`src/fns_cfg.svh`:
```
`ifndef FNS_CFG_SVH
`define FNS_CFG_SVH

// Register byte offsets
`define FNS_OFF_CW0 8'h00
`define FNS_OFF_CW1 8'h04
`define FNS_OFF_CW2 8'h08
`define FNS_OFF_STAT 8'h0C

// Control word zero fields
`define FNS_FRAC_LSB 4
`define FNS_INT_LSB 18
`define FNS_SYNTH_EN_BIT 28
`define FNS_MUX_LSB 29

// Control word one fields
`define FNS_RDIV_LSB 4
`define FNS_CKDIV_LSB 8
`define FNS_OSC_EN_BIT 12
`define FNS_LOWBAND_BIT 13
`define FNS_VBIAS_LSB 16
`define FNS_VADJ_LSB 20

// Control word two fields
`define FNS_PA_EN_BIT 4
`define FNS_MOD_LSB 6
`define FNS_PWR_LSB 9
`define FNS_MODNUM_LSB 15
`define FNS_PABIAS_LSB 30

// Status word fields
`define FNS_ST_CE_BIT 0
`define FNS_ST_RDY_BIT 1
`define FNS_ST_LOCK_BIT 2
`define FNS_ST_FB_LSB 4

// Reset values
`define FNS_CW0_RST 32'h0000_0000
`define FNS_CW1_RST 32'h0000_1410
`define FNS_CW2_RST 32'h0000_0000

// Codes and limits
`define FNS_MOD_FSK 3'h0
`define FNS_MIN_INT 8'h1F
`define FNS_LOCK_RUNS 3'h5

// Timing
`define FNS_CLK_MHZ 250
`define FNS_LOCK_NS 15
`define FNS_UNLOCK_NS 25
`define FNS_LOCK_CYC (((`FNS_LOCK_NS*`FNS_CLK_MHZ)+999)/1000)
`define FNS_UNLOCK_CYC (((`FNS_UNLOCK_NS*`FNS_CLK_MHZ)+999)/1000)

`endif

```
`src/fns_pkg.sv`:
```
package fns_pkg;

    typedef enum logic [2:0]
    {
        FNS_MUX_REG_READY,
        FNS_MUX_LOCK,
        FNS_MUX_PD_TICK,
        FNS_MUX_FB_CARRY,
        FNS_MUX_TX_BIT,
        FNS_MUX_LOW,
        FNS_MUX_HIGH,
        FNS_MUX_CE
    } fns_mux_t;

    typedef enum logic
    {
        FNS_UNLOCKED,
        FNS_LOCKED
    } fns_lock_t;

endpackage

```
`src/fns_synth_ctrl.sv`:
```
// Summary of operation
// - Oscillator enable bit drives oscillator; on at reset; off while chip enable low.
// - Divided clock output is reference over even ratio 2..30, 50:50, default 8.
// - Divided clock ratio zero stops driving the divided clock output.
// - Three-bit reference counter divides by 1..7, default 1, forms detector tick.
// - Status output source picked by bits 31:29 of control word zero.
// - Status output shows regulator ready after reset.
// - Lock flag active high, set after five comparison periods in a row with error below 15 ns.
// - Lock flag stays set until a 25 ns error or synthesizer disable, then clears.
// - Chip enable low disables regulators and clears all configuration.
// - Feedback divider is 8-bit integer plus 14-bit fraction, integer at least 31.
// - Output frequency is reference over R times integer plus fraction/2^15.
// - VCO adjust field bits 21:20 of word one re-centres the oscillator.
// - Bit 28 of word zero enables synthesizer loop and VCO together.
// - Low-band bit adds divide-by-two; host doubles the divider value.
// - Amplifier power from bits 14:9 of word two, independent of transmit bit.
// - Bits 31:30 of word two set amplifier bias; bit 4 clear powers down.
// - FSK offsets divider by transmit bit, deviation detector rate times M/2^14.
// - Modulation scheme chosen by bits 8:6 of word two.
//
// Added by the designer: the address map and the APB interface to the registers.
`include "fns_cfg.svh"

module fns_synth_ctrl
#(
    parameter int ADDR_W = 8
)
(
    input wire logic pclk,
    input wire logic presetn,
    input wire logic clk_en,
    input wire logic psel,
    input wire logic penable,
    input wire logic pwrite,
    input wire logic [ADDR_W-1:0] paddr,
    input wire logic [31:0] pwdata,
    output logic [31:0] prdata,
    output logic pready,
    output logic pslverr,
    input wire logic chip_enable_pin,
    input wire logic reg_ready_pin,
    input wire logic pd_up_pin,
    input wire logic pd_down_pin,
    input wire logic transmit_bit_input,
    output logic regulator_enable,
    output logic osc_enable,
    output logic divided_ref_clock_output,
    output logic divided_ref_clock_oe,
    output logic phase_detector_tick,
    output logic status_select_output,
    output logic lock_detect,
    output logic synth_enable,
    output logic vco_enable,
    output logic [1:0] vco_adjust,
    output logic [3:0] vco_bias,
    output logic low_band_div2,
    output logic [8:0] fb_div_int,
    output logic pa_enable,
    output logic [5:0] pa_power,
    output logic [1:0] pa_bias,
    output logic [2:0] mod_scheme
);

    function automatic logic [2:0] fns_nonzero(input logic [2:0] v);
        fns_nonzero = (v == 3'h0) ? 3'h1 : v;
    endfunction

    // Two-flop synchronisers for pins
    logic [4:0] sync_a;
    logic [4:0] sync_b;
    always_ff @(posedge pclk or negedge presetn)
    begin
        if (!presetn)
        begin
            sync_a <= 5'h00;
            sync_b <= 5'h00;
        end
        else if (clk_en)
        begin
            sync_a <= {transmit_bit_input, pd_down_pin, pd_up_pin,
                       reg_ready_pin, chip_enable_pin};
            sync_b <= sync_a;
        end
    end

    wire logic ce_s = sync_b[0];
    wire logic rdy_s = sync_b[1];
    wire logic err_s = sync_b[2] | sync_b[3];
    wire logic tx_s = sync_b[4];

    // Configuration words
    logic [31:0] cw0;
    logic [31:0] cw1;
    logic [31:0] cw2;

    // APB decode
    wire logic hit_cw0 = (paddr == ADDR_W'(`FNS_OFF_CW0));
    wire logic hit_cw1 = (paddr == ADDR_W'(`FNS_OFF_CW1));
    wire logic hit_cw2 = (paddr == ADDR_W'(`FNS_OFF_CW2));
    wire logic hit_st = (paddr == ADDR_W'(`FNS_OFF_STAT));
    wire logic hit_any = hit_cw0 | hit_cw1 | hit_cw2 | hit_st;
    wire logic access = psel & penable;
    wire logic setup = psel & ~penable;
    wire logic wr_ok = access & pwrite & hit_any & ce_s;

    assign pready = 1'b1;
    assign pslverr = access & ~hit_any;

    // Field views
    wire logic [13:0] f_frac = cw0[`FNS_FRAC_LSB +: 14];
    wire logic [7:0] f_int = cw0[`FNS_INT_LSB +: 8];
    wire logic f_synth = cw0[`FNS_SYNTH_EN_BIT];
    wire fns_pkg::fns_mux_t f_mux = fns_pkg::fns_mux_t'(cw0[`FNS_MUX_LSB +: 3]);
    wire logic [2:0] f_rdiv = cw1[`FNS_RDIV_LSB +: 3];
    wire logic [3:0] f_ckdiv = cw1[`FNS_CKDIV_LSB +: 4];
    wire logic f_osc = cw1[`FNS_OSC_EN_BIT];
    wire logic [8:0] f_modnum = cw2[`FNS_MODNUM_LSB +: 9];
    wire logic f_fsk = (cw2[`FNS_MOD_LSB +: 3] == `FNS_MOD_FSK);

    always_ff @(posedge pclk or negedge presetn)
    begin
        if (!presetn)
        begin
            cw0 <= `FNS_CW0_RST;
            cw1 <= `FNS_CW1_RST;
            cw2 <= `FNS_CW2_RST;
        end
        else if (clk_en)
        begin
            if (!ce_s)
            begin
                cw0 <= `FNS_CW0_RST;
                cw1 <= `FNS_CW1_RST;
                cw2 <= `FNS_CW2_RST;
            end
            else if (wr_ok)
            begin
                if (hit_cw0)
                    cw0 <= pwdata;
                if (hit_cw1)
                    cw1 <= pwdata;
                if (hit_cw2)
                    cw2 <= pwdata;
            end
        end
    end

    // Read data captured in setup phase
    logic [31:0] next_prdata;
    always_comb
    begin
        next_prdata = 32'h0000_0000;
        if (hit_cw0)
            next_prdata = cw0;
        if (hit_cw1)
            next_prdata = cw1;
        if (hit_cw2)
            next_prdata = cw2;
        if (hit_st)
        begin
            next_prdata[`FNS_ST_CE_BIT] = ce_s;
            next_prdata[`FNS_ST_RDY_BIT] = rdy_s;
            next_prdata[`FNS_ST_LOCK_BIT] = lock_detect;
            next_prdata[`FNS_ST_FB_LSB +: 9] = fb_div_int;
        end
    end

    always_ff @(posedge pclk or negedge presetn)
    begin
        if (!presetn)
            prdata <= 32'h0000_0000;
        else if (clk_en && setup)
            prdata <= next_prdata;
    end

    // Divided reference clock, half period of n cycles
    logic [3:0] ck_cnt;
    wire logic ck_wrap = (ck_cnt >= f_ckdiv - 4'h1);
    always_ff @(posedge pclk or negedge presetn)
    begin
        if (!presetn)
        begin
            ck_cnt <= 4'h0;
            divided_ref_clock_output <= 1'b0;
            divided_ref_clock_oe <= 1'b0;
        end
        else if (clk_en)
        begin
            divided_ref_clock_oe <= (f_ckdiv != 4'h0);
            if (f_ckdiv == 4'h0)
            begin
                ck_cnt <= 4'h0;
                divided_ref_clock_output <= 1'b0;
            end
            else if (ck_wrap)
            begin
                ck_cnt <= 4'h0;
                divided_ref_clock_output <= ~divided_ref_clock_output;
            end
            else
                ck_cnt <= ck_cnt + 4'h1;
        end
    end

    // Reference counter
    logic [2:0] r_cnt;
    wire logic [2:0] r_eff = fns_nonzero(f_rdiv);
    always_ff @(posedge pclk or negedge presetn)
    begin
        if (!presetn)
        begin
            r_cnt <= 3'h0;
            phase_detector_tick <= 1'b0;
        end
        else if (clk_en)
        begin
            if (r_cnt >= r_eff - 3'h1)
            begin
                r_cnt <= 3'h0;
                phase_detector_tick <= 1'b1;
            end
            else
            begin
                r_cnt <= r_cnt + 3'h1;
                phase_detector_tick <= 1'b0;
            end
        end
    end

    // Phase error width per comparison period
    logic [3:0] err_cnt;
    wire logic good_err = (err_cnt < 4'(`FNS_LOCK_CYC));
    wire logic bad_err = (err_cnt >= 4'(`FNS_UNLOCK_CYC));
    always_ff @(posedge pclk or negedge presetn)
    begin
        if (!presetn)
            err_cnt <= 4'h0;
        else if (clk_en)
        begin
            if (phase_detector_tick)
                err_cnt <= {3'h0, err_s};
            else if (err_s && err_cnt != 4'hF)
                err_cnt <= err_cnt + 4'h1;
        end
    end

    // Lock detect
    fns_pkg::fns_lock_t lk_state;
    logic [2:0] run_cnt;
    always_ff @(posedge pclk or negedge presetn)
    begin
        if (!presetn)
        begin
            lk_state <= fns_pkg::FNS_UNLOCKED;
            run_cnt <= 3'h0;
        end
        else if (clk_en)
        begin
            if (!synth_enable)
            begin
                lk_state <= fns_pkg::FNS_UNLOCKED;
                run_cnt <= 3'h0;
            end
            else if (phase_detector_tick)
            begin
                unique case (lk_state)
                    fns_pkg::FNS_UNLOCKED:
                    begin
                        if (!good_err)
                            run_cnt <= 3'h0;
                        else if (run_cnt == `FNS_LOCK_RUNS - 3'h1)
                        begin
                            run_cnt <= 3'h0;
                            lk_state <= fns_pkg::FNS_LOCKED;
                        end
                        else
                            run_cnt <= run_cnt + 3'h1;
                    end
                    fns_pkg::FNS_LOCKED:
                    begin
                        if (bad_err)
                            lk_state <= fns_pkg::FNS_UNLOCKED;
                    end
                endcase
            end
        end
    end
    assign lock_detect = (lk_state == fns_pkg::FNS_LOCKED);

    // Feedback divider with first-order sigma-delta and FSK offset
    wire logic [7:0] int_eff = (f_int < `FNS_MIN_INT) ? `FNS_MIN_INT : f_int;
    wire logic [24:0] fb_base = {2'h0, int_eff, 15'h0000}
                              + {11'h000, f_frac};
    wire logic [24:0] fb_dev = {15'h0000, f_modnum, 1'b0};
    wire logic [24:0] fb_word = !f_fsk ? fb_base
                              : (tx_s ? fb_base + fb_dev : fb_base - fb_dev);
    logic [14:0] sd_acc;
    wire logic [15:0] sd_sum = {1'b0, sd_acc} + {1'b0, fb_word[14:0]};
    logic fb_carry;
    always_ff @(posedge pclk or negedge presetn)
    begin
        if (!presetn)
        begin
            sd_acc <= 15'h0000;
            fb_carry <= 1'b0;
            fb_div_int <= 9'h01F;
        end
        else if (clk_en && phase_detector_tick)
        begin
            sd_acc <= sd_sum[14:0];
            fb_carry <= sd_sum[15];
            fb_div_int <= fb_word[23:15] + {8'h00, sd_sum[15]};
        end
    end

    // Status select
    logic next_status;
    always_comb
    begin
        unique case (f_mux)
            fns_pkg::FNS_MUX_REG_READY: next_status = rdy_s;
            fns_pkg::FNS_MUX_LOCK: next_status = lock_detect;
            fns_pkg::FNS_MUX_PD_TICK: next_status = phase_detector_tick;
            fns_pkg::FNS_MUX_FB_CARRY: next_status = fb_carry;
            fns_pkg::FNS_MUX_TX_BIT: next_status = tx_s;
            fns_pkg::FNS_MUX_LOW: next_status = 1'b0;
            fns_pkg::FNS_MUX_HIGH: next_status = 1'b1;
            fns_pkg::FNS_MUX_CE: next_status = ce_s;
        endcase
    end

    // Registered analog controls
    always_ff @(posedge pclk or negedge presetn)
    begin
        if (!presetn)
        begin
            status_select_output <= 1'b0;
            regulator_enable <= 1'b0;
            osc_enable <= 1'b0;
            synth_enable <= 1'b0;
            vco_enable <= 1'b0;
            vco_adjust <= 2'h0;
            vco_bias <= 4'h0;
            low_band_div2 <= 1'b0;
            pa_enable <= 1'b0;
            pa_power <= 6'h00;
            pa_bias <= 2'h0;
            mod_scheme <= 3'h0;
        end
        else if (clk_en)
        begin
            status_select_output <= next_status;
            regulator_enable <= ce_s;
            osc_enable <= f_osc & ce_s;
            synth_enable <= f_synth & ce_s;
            vco_enable <= f_synth & ce_s;
            vco_adjust <= cw1[`FNS_VADJ_LSB +: 2];
            vco_bias <= cw1[`FNS_VBIAS_LSB +: 4];
            low_band_div2 <= cw1[`FNS_LOWBAND_BIT];
            pa_enable <= cw2[`FNS_PA_EN_BIT] & ce_s;
            pa_power <= cw2[`FNS_PWR_LSB +: 6];
            pa_bias <= cw2[`FNS_PABIAS_LSB +: 2];
            mod_scheme <= cw2[`FNS_MOD_LSB +: 3];
        end
    end

    // Checking helpers
    logic [3:0] ck_seen;
    logic ck_stable;
    logic [2:0] good_seq;
    always_ff @(posedge pclk or negedge presetn)
    begin
        if (!presetn)
        begin
            ck_seen <= 4'h0;
            ck_stable <= 1'b0;
            good_seq <= 3'h0;
        end
        else if (clk_en)
        begin
            ck_stable <= (f_ckdiv != 4'h0) && (ck_stable || ck_seen == 4'h0);
            if (ck_wrap || f_ckdiv == 4'h0)
                ck_seen <= 4'h0;
            else
                ck_seen <= ck_seen + 4'h1;
            if (!synth_enable || (phase_detector_tick && !good_err))
                good_seq <= 3'h0;
            else if (phase_detector_tick && good_seq != 3'h7)
                good_seq <= good_seq + 3'h1;
        end
    end
endmodule

```
`config.mk`:
```
export PLATFORM = sky130hd
export DESIGN_NAME = fns_synth_ctrl
export DESIGN_NICKNAME = d
export VERILOG_FILES = /design/src/fns_pkg.sv /design/src/fns_synth_ctrl.sv
export VERILOG_INCLUDE_DIRS = /design/src
export SDC_FILE = /design/constraint.sdc
export NUM_CORES = 1
export LEC_CHECK = 0
export ABC_AREA = 1
export BUFFER_PORTS_ARGS = -buffer_cell sky130_fd_sc_hd__buf_2
export CELL_PAD_IN_SITES_DETAIL_PLACEMENT = 1
export CELL_PAD_IN_SITES_GLOBAL_PLACEMENT = 1
export CORE_MARGIN = 1
export CORE_UTILIZATION = 25
export CTS_BUF_LIST = sky130_fd_sc_hd__clkbuf_2 sky130_fd_sc_hd__clkbuf_4 sky130_fd_sc_hd__clkbuf_8
export DETAILED_ROUTE_END_ITERATION = 6
export PLACE_DENSITY_LB_ADDON = 0.1
export SYNTH_ARGS = -nofsm -noshare
export SYNTH_HDL_FRONTEND = slang
export SYNTH_SLANG_ARGS = --single-unit
```
`constraint.sdc`:
```
create_clock -name pclk -period 3.97 [get_ports pclk]
set_input_delay 0.794 -clock pclk [delete_from_list [all_inputs] [get_ports pclk]]
set_output_delay 0.794 -clock pclk [all_outputs]
set_load 0.05 [all_outputs]
```
## Word-level counts from Yosys, hierarchy flattened

Index checks and enable logic that the tools add are counted.
W data, S select, Z words.

| operators by class | value |
|---|---|
| multiplexer cells | 38 |
| equal/unequal tests | 18 |
| bitwise gates (word level) | 17 |
| $lt $le $gt $ge | 5 |
| reductions and logical operators | 18 |
| add/subtract/negate cells | 11 |

Operator list:

| cell | count |
|---|---|
| $mux W32 | 12 |
| $mux W24 | 2 |
| $add A23 B14 Y24 | 1 |
| $add A24 B10 Y24 | 1 |
| $mux W3 | 8 |
| $sub A24 B10 Y24 | 1 |
| $add A15 B15 Y16 | 1 |
| $eq A8 B4 Y1 const B | 2 |
| $mux W4 | 4 |
| $eq A3 B3 Y1 const B | 5 |
| $reduce_and A3 Y1 | 4 |
| $add A9 B1 Y9 | 1 |
| $and A1 B1 Y1 | 9 |
| $logic_not A3 Y1 | 3 |
| $mux W9 | 1 |
| $add A4 B1 Y4 const B | 2 |
| $eq A8 B3 Y1 const B | 1 |
| $logic_not A8 Y1 | 1 |
| $lt A8 B5 Y1 const B | 1 |
| $mux W1 | 8 |
| $mux W8 | 1 |
| $ne A2 B1 Y1 const B | 4 |
| $pmux W1 S8 | 1 |
| $add A3 B1 Y3 const B | 2 |
| other kinds (18) | 31 |

| word-level totals | value |
|---|---|
| input port bits | 51 |
| word-level logic and storage cells | 135 |
| output and inout bits | 71 |
| bits in registers | 204 |

## Depth between registers and ports, before layout

Gate-level depths: netlist (run 1).

| logic depth | value |
|---|---|
| word-level depth | 8 |
| mapped depth | 33 |
| depth with buffers taken out | 32 |

## Worst setup path before layout (run 1)

OpenSTA, ideal clock, no wires.

| timing path | value |
|---|---|
| path kind | register to register |
| start | register cw0[7] |
| end | register fb_div_int[6] |
| period minus slack after synthesis | 3763 ps |
| path buffers | 1 |
| data required time | 3904 ps |
| path slack | 207 ps |
| cell stages (with the launch flop) | 31 |
| arrival time | 3697 ps |
| library setup time | 66 ps |
| path through | dfrtp_1 ha_1 buf_2 inv_1 a21oi_1 nand2_1 nand3_1 nand2_1 a31oi_1 o21ai_0 nand2_1 nand2_1 nand2_1 xor2_1 ha_1 a21o_1 a221oi_1 nand2_1 nand2_1 nand2_1 nand2_1 nand2_1 ha_1 ha_1 inv_1 nor2_1 nand3_1 nor2_1 nor2_1 nand2_1 nand2_1 |

| on the way | value |
|---|---|
| longest elaborated chain between the ends | 6 |
| elaborated cells on any way between the ends | 7 |
| those cells by class | 5 x add/sub; 2 x mux |

RTL lines:

| element | RTL line | text |
|---|---|---|
| start, declared | fns_synth_ctrl.sv:92 | `logic [31:0] cw0;` |
| start signal, assigned | fns_synth_ctrl.sv:124 | `` cw0 <= `FNS_CW0_RST; `` |
| start signal, assigned | fns_synth_ctrl.sv:132 | `` cw0 <= `FNS_CW0_RST; `` |
| start signal, assigned | fns_synth_ctrl.sv:139 | `cw0 <= pwdata;` |
| $add A23 B14 Y24 * | fns_synth_ctrl.sv:293 | `+ {11'h000, f_frac};` |
| $sub A24 B10 Y24 / $add A24 B10 Y24 (equally long branches) | fns_synth_ctrl.sv:296 | `: (tx_s ? fb_base + fb_dev : fb_base - fb_dev);` |
| $mux W24 | fns_synth_ctrl.sv:296 |  |
| $mux W24 * | fns_synth_ctrl.sv:295 | `wire logic [24:0] fb_word = !f_fsk ? fb_base` |
| $add A15 B15 Y16 * | fns_synth_ctrl.sv:298 | `wire logic [15:0] sd_sum = {1'b0, sd_acc} + {1'b0, fb_word[14:0]};` |
| via sd_sum[15] | fns_synth_ctrl.sv:298 |  |
| $add A9 B1 Y9 * | fns_synth_ctrl.sv:312 | `fb_div_int <= fb_word[23:15] + {8'h00, sd_sum[15]};` |
| end signal, assigned | fns_synth_ctrl.sv:312 |  |
| end, declared | fns_synth_ctrl.sv:57 | `output logic [8:0] fb_div_int,` |

Mark *: on every way through the listed nets, which the timed path passes. The rest lies on a longest branch.
A chain may end at the register's enable or synchronous reset.

## Final worst setup path (run 1)

Same ends and word-level chain as after synthesis.

==> results of run 1 <==
## final cells by class
type / instances / area, sq um
Clock buffer: 63 / 754
Clock inverter: 8 / 52.6
Fill cell: 5233 / 29300
Inverter: 161 / 604
Multi-Input combinational cell: 956 / 5110
Sequential cell: 204 / 5110
Tap cell: 585 / 732
Timing Repair Buffer: 214 / 1380
## path summary, 6_finish.rpt
kind                            endpoint  slack [ps]  cells past startpoint
min in group pclk              sync_a[3]         390                      3
min reg2reg                   pa_bias[1]         470                      2
max reg2reg                fb_div_int[6]         -30                     31
max in group asynchronous    vco_bias[3]        2960                      2
min                          pa_power[1]         120                      1
max                        fb_div_int[6]         -30                     31
## synth_stat cells (5+ instances only)
cell,instances,share of area (%)
sky130_fd_sc_hd__dfrtp_1,196,45
sky130_fd_sc_hd__nor3_1,11,0.50
sky130_fd_sc_hd__ha_1,51,5.8
sky130_fd_sc_hd__xnor2_1,6,0.48
sky130_fd_sc_hd__a221oi_1,13,1.0
sky130_fd_sc_hd__nand4_1,15,0.86
sky130_fd_sc_hd__inv_1,155,5.3
sky130_fd_sc_hd__buf_1,5,0.17
sky130_fd_sc_hd__or2_2,5,0.29
sky130_fd_sc_hd__o21ai_0,157,7.2
sky130_fd_sc_hd__nor2_1,81,2.8
sky130_fd_sc_hd__a21oi_1,96,4.4
sky130_fd_sc_hd__dfstp_2,8,1.9
sky130_fd_sc_hd__clkbuf_1,43,1.5
sky130_fd_sc_hd__nand2_1,386,13
sky130_fd_sc_hd__nand3_1,49,2.2
sky130_fd_sc_hd__o22ai_1,34,1.9
sky130_fd_sc_hd__xor2_1,14,1.1
## sequential cells by signal, summed over array words and instances (netlist names), 6 cells and up
signal	cells
cw1	32
sd_acc	15
cw0	32
cw2	32
pa_power	6
prdata	32
fb_div_int	9
## layout by cell type, fill, tap and decap left out, types with 6 or more instances in the layout
| cell type | synthesis | final |
|---|---|---|
| sky130_fd_sc_hd__nand2_1 | 386 | 380 |
| sky130_fd_sc_hd__dfrtp_1 | 196 | 196 |
| sky130_fd_sc_hd__inv_1 | 155 | 152 |
| sky130_fd_sc_hd__o21ai_0 | 157 | 150 |
| sky130_fd_sc_hd__buf_2 | 4 | 119 |
| sky130_fd_sc_hd__a21oi_1 | 96 | 92 |
| sky130_fd_sc_hd__buf_4 | 4 | 88 |
| sky130_fd_sc_hd__nor2_1 | 81 | 77 |
| sky130_fd_sc_hd__nand3_1 | 49 | 46 |
| sky130_fd_sc_hd__ha_1 | 51 | 46 |
| sky130_fd_sc_hd__clkbuf_8 | 0 | 45 |
| sky130_fd_sc_hd__o22ai_1 | 34 | 34 |
| sky130_fd_sc_hd__clkbuf_4 | 0 | 18 |
| sky130_fd_sc_hd__nand4_1 | 15 | 15 |
| sky130_fd_sc_hd__xor2_1 | 14 | 13 |
| sky130_fd_sc_hd__a221oi_1 | 13 | 12 |
| sky130_fd_sc_hd__nor3_1 | 11 | 11 |
| sky130_fd_sc_hd__dfstp_2 | 8 | 8 |
| sky130_fd_sc_hd__nand2_2 | 1 | 7 |
| sky130_fd_sc_hd__inv_2 | 3 | 7 |
| sky130_fd_sc_hd__o21ai_1 | 0 | 6 |
| sky130_fd_sc_hd__xnor2_1 | 6 | 6 |
## worst register-to-register path, delay by kind of cell, from the launching register on
family,cells,cell delay (ps)
and+or+nand+nor,17,1360
adders and majority gates,4,850
buffers and inverters,7,820
DFF,1,410
AOI/OAI and AO/OA,2,350
xor gates and xnor gates,1,130
## cell families after synthesis
| logic type | count (synthesis) | synth area share [%] |
|---|---|---|
| AND/OR/NAND/NOR | 558 | 21.0 |
| AO/OA/AOI/OAI | 322 | 16.2 |
| multiplexers | 1 | 0.0916 |
| buffers and inverters | 219 | 7.85 |
| XOR/XNOR | 20 | 1.60 |
| adder cells (fa/ha/maj) | 54 | 6.39 |
| flip-flops | 204 | 46.8 |
| other | 1 | 0.0343 |
## metal layers
metal  up-vias  routed length [um]  track usage [%]
li1       4918                   -                -
met1      4851               20100             26.5
met2       147               18200             29.0
met3        54                1260             2.71
met4         0                 787             5.45
met5         -                   0                0
## power by group through the flow
| stage | Sequential (W) | Clock, W | Combinational, W |
|---|---|---|---|
| finish | 0.00287 | 0.00222 | 0.00401 |
| detailed placement | 0.00291 | 0 | 0.00386 |
| global placement | 0.00290 | 0 | 0.00381 |
| CTS | 0.00287 | 0.00233 | 0.00396 |
| global route | 0.00293 | 0.00241 | 0.00448 |
| floorplan | 0.00312 | 0 | 0.00207 |
## per-stage QoR
step           utilization [%]  total power [W]  cells  setup slack [ps]
2_1_floorplan                -          0.00519   1379               207
6_report                  31.9          0.00910   2191             -29.1
3_5_place_dp              29.6          0.00676   2112              -231
3_3_place_gp              29.6          0.00671   2112              -194
4_1_cts                   31.6          0.00916   2188             -35.2
5_1_grt                   31.9          0.00982   2191              -360
## repair_timing
item / 4_1_cts / 5_1_grt
hold buffers: 0 / 0
pin swaps: 14 / 26
setup buffers: 5 / 3
setup endpoints to repair: 7 / 13
resized for setup: 17 / 27
==> flow_summary.json, run 1 <==
{
  "drt_first_pass_iters": 4,
  "number_of_global_route_vias_before_repair": 10177,
  "drive_above_1_share_pct": 21.3,
  "clk_latency_ps": 610,
  "p_seq_share_pct": 31.6,
  "setup-violations-final": 3,
  "max_cap_violations": 0,
  "cell_internal_pwr_w": 0.00526,
  "cts-root-buf": "sky130_fd_sc_hd__clkbuf_8",
  "viasPerCell": 4.55,
  "synth_area_per_cell_sq_um": 7.92,
  "cp_arrival_ps": 4510,
  "cts_tree": "built",
  "timing.final.crit_period_ps": 4000,
  "p_clk_share_pct": 24.4,
  "critical_path_buf_inv_count": 7,
  "port_buffers": 120,
  "cts_sinks": 204,
  "p_sw_w": 0.00385,
  "overflow": 0,
  "synth.distinct_cells": 47,
  "cp_endpoint_kind": "register",
  "synth_edf_count": 0,
  "globalRouteTotalUtil_pct": 18.6,
  "initial_antenna_violation_count": 1,
  "setup_total_negative_slack_ps": -55.3,
  "power.share.combinational_pct": 44.0,
  "crit_required_ps": 4480,
  "critical-path-max-stage-delay_ps": 410,
  "tightest_slew_ps": 1070,
  "area_growth_syn_to_layout_pct": 25.9,
  "num-nets-final": 1682,
  "worst_slack_ps": -29.1,
  "synth_instances": 1379,
  "floorplan.die_area_sq_um": 44500,
  "initial_core_util_pct": 25.4,
  "critical_path_class": "register to register",
  "htree_levels": 2,
  "skew_ps": 30.4,
  "power.static_leakage_nw": 6.84,
  "timing.max_slew.rel_slack_pct": 28.7,
  "die-height_um": 211,
  "critical_path.most_common_cell": "sky130_fd_sc_hd__nand2_1",
  "hold_class": "input port to async pin",
  "critPathLaunch": "cw0[7]",
  "mappedNetlistArea_sq_um": 10900,
  "synthArstFlopShare_pct": 100,
  "cts-root-to-sink-buffers": 3,
  "final_area_sq_um": 13800,
  "instance_area_after_placement_sq_um": 12700,
  "detail_route.drc_violations": 0,
  "antenna_cells_inserted": 0,
  "timing.final.crit_share_pct": 101,
  "pin_count": 122,
  "timing.critical_path.slowest_stage_cell": "sky130_fd_sc_hd__dfrtp_1",
  "detail_routed_net_length_per_standard_cell_um": 18.4,
  "cts-buffers-inserted": 40,
  "synth.yosys.seq_area_share_pct": 46.8,
  "fp-row-count": 76,
  "grt_first_pass_wirelength_um": 62700,
  "holdWs_ps": 121,
  "core_area_sq_um": 43100,
  "outcome": "finished, violations left",
  "ir_drop_mv": 0.196,
  "hold_violations": 0,
  "globalplace.congestion": 0.837,
  "cts.clk_slew.worst_paths_ps": 60,
  "regToRegStartpoint": "cw0[7]",
  "p_sw_share_pct": 42.3,
  "slew_violations": 0,
  "cp-start-kind": "register",
  "ys_ff_latch": 204,
  "floorplan.die.width_um": 211,
  "postSynth.topFlopCell": "sky130_fd_sc_hd__dfrtp_1",
  "synth.net_count": 1484,
  "ant_nets": 0,
  "failed_checks": "setup timing",
  "grt_start_max_net_pins": 72,
  "critPathTopFamily": "simple AND/OR/NAND/NOR gates",
  "rsz_0062_raised_after_global_routing": "yes",
  "place.detailed.hpwl_um": 29600,
  "critical_path_peak_fanout": 4,
  "routed_wirelength_um": 40400,
  "maximum_clock_frequency_mhz": 250,
  "drt_first_iter_violations": 464,
  "routed-via-count": 9970,
  "synth.yosys.warnings": 0,
  "pwr_density_cell_nw_per_um2": 662
}
Note: power is estimated with default switching activity, not from simulation.
==> run 2, diff against run 1 <==
--- a/config.mk
+++ b/config.mk
@@ -14,7 +14,7 @@
 export CORE_UTILIZATION = 25
 export CTS_BUF_LIST = sky130_fd_sc_hd__clkbuf_2 sky130_fd_sc_hd__clkbuf_4 sky130_fd_sc_hd__clkbuf_8
 export DETAILED_ROUTE_END_ITERATION = 6
-export PLACE_DENSITY_LB_ADDON = 0.1
+export PLACE_DENSITY = 0.59
 export SYNTH_ARGS = -nofsm -noshare
 export SYNTH_HDL_FRONTEND = slang
 export SYNTH_SLANG_ARGS = --single-unit
==> run 2 against run 1 <==
  * Core utilization shrank 0.064 points
  * The run now ends clean
  * Sequential cell count stayed put
  * Largest power group unchanged
  * Clock skew is 9.8 ps lower
  * Non-clock buffer count is 13 lower
  * Global-route usage is 1.1 points lower
  * Final area is 0.20% lower
  * Hold slack improved by 190 ps
==> flow_summary.json, run 2 (synthesis gave the netlist of run 1 again) <==
{
  "worst_slack_ps": 68.3,
  "cts-root-buf": "sky130_fd_sc_hd__clkbuf_8",
  "drive_above_1_share_pct": 20.7,
  "port_buffers": 120,
  "routed-via-count": 9990,
  "fillCellCount": 5250,
  "htree_levels": 2,
  "grt_start_max_net_pins": 106,
  "cts.clk_slew.worst_paths_ps": 60,
  "clk_latency_ps": 550,
  "critPathTopFamily": "simple AND/OR/NAND/NOR gates",
  "critical_path.most_common_cell": "sky130_fd_sc_hd__nand2_1",
  "initial_core_util_pct": 25.4,
  "area_growth_syn_to_layout_pct": 25.6,
  "routed_wirelength_um": 38200,
  "hold_class": "input port to async pin",
  "timing.final.crit_share_pct": 98.3,
  "cp-start-kind": "register",
  "mostFrequentLayoutCell": "sky130_fd_sc_hd__nand2_1",
  "place.detailed.instances": 2098,
  "cts-root-to-sink-buffers": 3,
  "cts_sinks": 204,
  "tightest_slew_ps": 1140,
  "floorplan.die_area_sq_um": 44500,
  "pin_count": 122,
  "timing.critical_path.slowest_stage_cell": "sky130_fd_sc_hd__dfrtp_1",
  "critical-path-max-stage-delay_ps": 380,
  "initial_antenna_violation_count": 0,
  "pwr_density_cell_nw_per_um2": 666,
  "critical_path_peak_fanout": 3,
  "critPathLaunch": "cw0[5]",
  "overflow": 0,
  "maximum_clock_frequency_mhz": 256,
  "ir_drop_mv": 0.229,
  "fp-row-count": 76,
  "cp_arrival_ps": 4390,
  "number_of_global_route_vias_before_repair": 10412,
  "die-height_um": 211,
  "slew_violations": 0,
  "stdcell_count": 2177,
  "detail_routed_net_length_per_standard_cell_um": 17.6,
  "max_cap_violations": 0,
  "floorplan.die.width_um": 211,
  "core_area_sq_um": 43100,
  "place.detailed.hpwl_um": 28000,
  "timing.max_slew.rel_slack_pct": 24.0,
  "detail_route.drc_violations": 0,
  "globalplace.congestion": 0.869,
  "skew_ps": 20.6,
  "critical_path_class": "register to register",
  "grt_first_pass_wirelength_um": 60300,
  "setup-violations-final": 0,
  "regToRegStartpoint": "cw0[5]",
  "viasPerCell": 4.59,
  "cts_tree": "built",
  "ant_nets": 0,
  "crit_required_ps": 4460,
  "drt_first_iter_violations": 495,
  "power.static_leakage_nw": 6.81,
  "drt_first_pass_iters": 4,
  "critical_path_buf_inv_count": 3,
  "dp_slack_ps": -232,
  "timing.final.crit_period_ps": 3900,
  "num-nets-final": 1669,
  "holdWs_ps": 309,
  "cp_endpoint_kind": "register",
  "cts-buffers-inserted": 40,
  "globalRouteTotalUtil_pct": 17.5,
  "layout.cells.most_common_list": "sky130_fd_sc_hd__nand2_1 (381), sky130_fd_sc_hd__dfrtp_1 (196), sky130_fd_sc_hd__inv_1 (151), sky130_fd_sc_hd__o21ai_0 (148), sky130_fd_sc_hd__buf_2 (119)",
  "rsz_0062_raised_after_global_routing": "yes",
  "antenna_cells_inserted": 0,
  "p_total_w": 0.00914,
  "outcome": "finished, final reports clean",
  "hold_violations": 0
}
-- run 2: cell count changes in the layout (fill, tap and decap cells not counted), moves of 2 or more --
cell,previous run,this run
sky130_fd_sc_hd__buf_4,88,76
sky130_fd_sc_hd__clkbuf_8,45,53
sky130_fd_sc_hd__clkbuf_4,18,13
sky130_fd_sc_hd__nor2_4,2,5
sky130_fd_sc_hd__clkinv_2,5,3
sky130_fd_sc_hd__nand3_2,3,1
sky130_fd_sc_hd__nor2_1,77,75
sky130_fd_sc_hd__o21ai_0,150,148
sky130_fd_sc_hd__o21ai_2,1,3
-- run 2: cell type report --
cell class,count,area (sq um),area share [%]
clock inverters,4,45.0,0.328
flip-flops and latches,204,5110,37.3
inverters,161,604,4.40
well taps,585,732,5.33
repair buffers,201,1270,9.27
multi-input cells,956,5130,37.4
clock buffers,66,827,6.03
-- run 2: timing repair --
item | CTS | global route
setup endpoints to repair | 7 | 8
buffers inserted | 2 | 7
hold buffers | 0 | 0
gates resized for setup | 19 | 32
pin swaps | 3 | 26
hold endpoints to repair | 0 | 0
-- run 2: report_power, final --
group | total (W) | internal (W) | switching [W]
combinational | 0.00395 | 0.00148 | 0.00246
sequential | 0.00288 | 0.00252 | 0.000364
clock | 0.00232 | 0.00137 | 0.000943
total | 0.00914 | 0.00538 | 0.00377
-- run 2: routing by layer --
metal / part of all wire, % / global-route usage [%] / up-vias / wire length (um)
met5: 0 / 0 / - / 0
met3: 3.2 / 2.45 / 53 / 1240
met1: 50 / 25.0 / 4905 / 19100
met2: 45 / 27.7 / 151 / 17200
met4: 1.8 / 4.22 / 0 / 698
li1: - / - / 4881 / -
-- run 2: final timing paths --
check,to,slack (ps),depth (start not counted)
max,fb_div_int[4],70,31
min,pa_enable,310,1
max reg2reg,fb_div_int[4],70,31
min reg2reg,mod_scheme[0],460,2
max in group asynchronous,cw0[3],2800,2
min in group pclk,sync_a[3],460,3
-- run 2: per-stage QoR --
| step | setup TNS, ps | util, % | instance area, sq um |
|---|---|---|---|
| floorplan | 0 | - | 10900 |
| global placement | -239 | 29.3 | 12600 |
| detailed placement | -807 | 29.3 | 12600 |
| CTS | -5.09 | 31.5 | 13600 |
| global route | -1120 | 31.9 | 13700 |
| finish | 0 | 31.9 | 13700 |
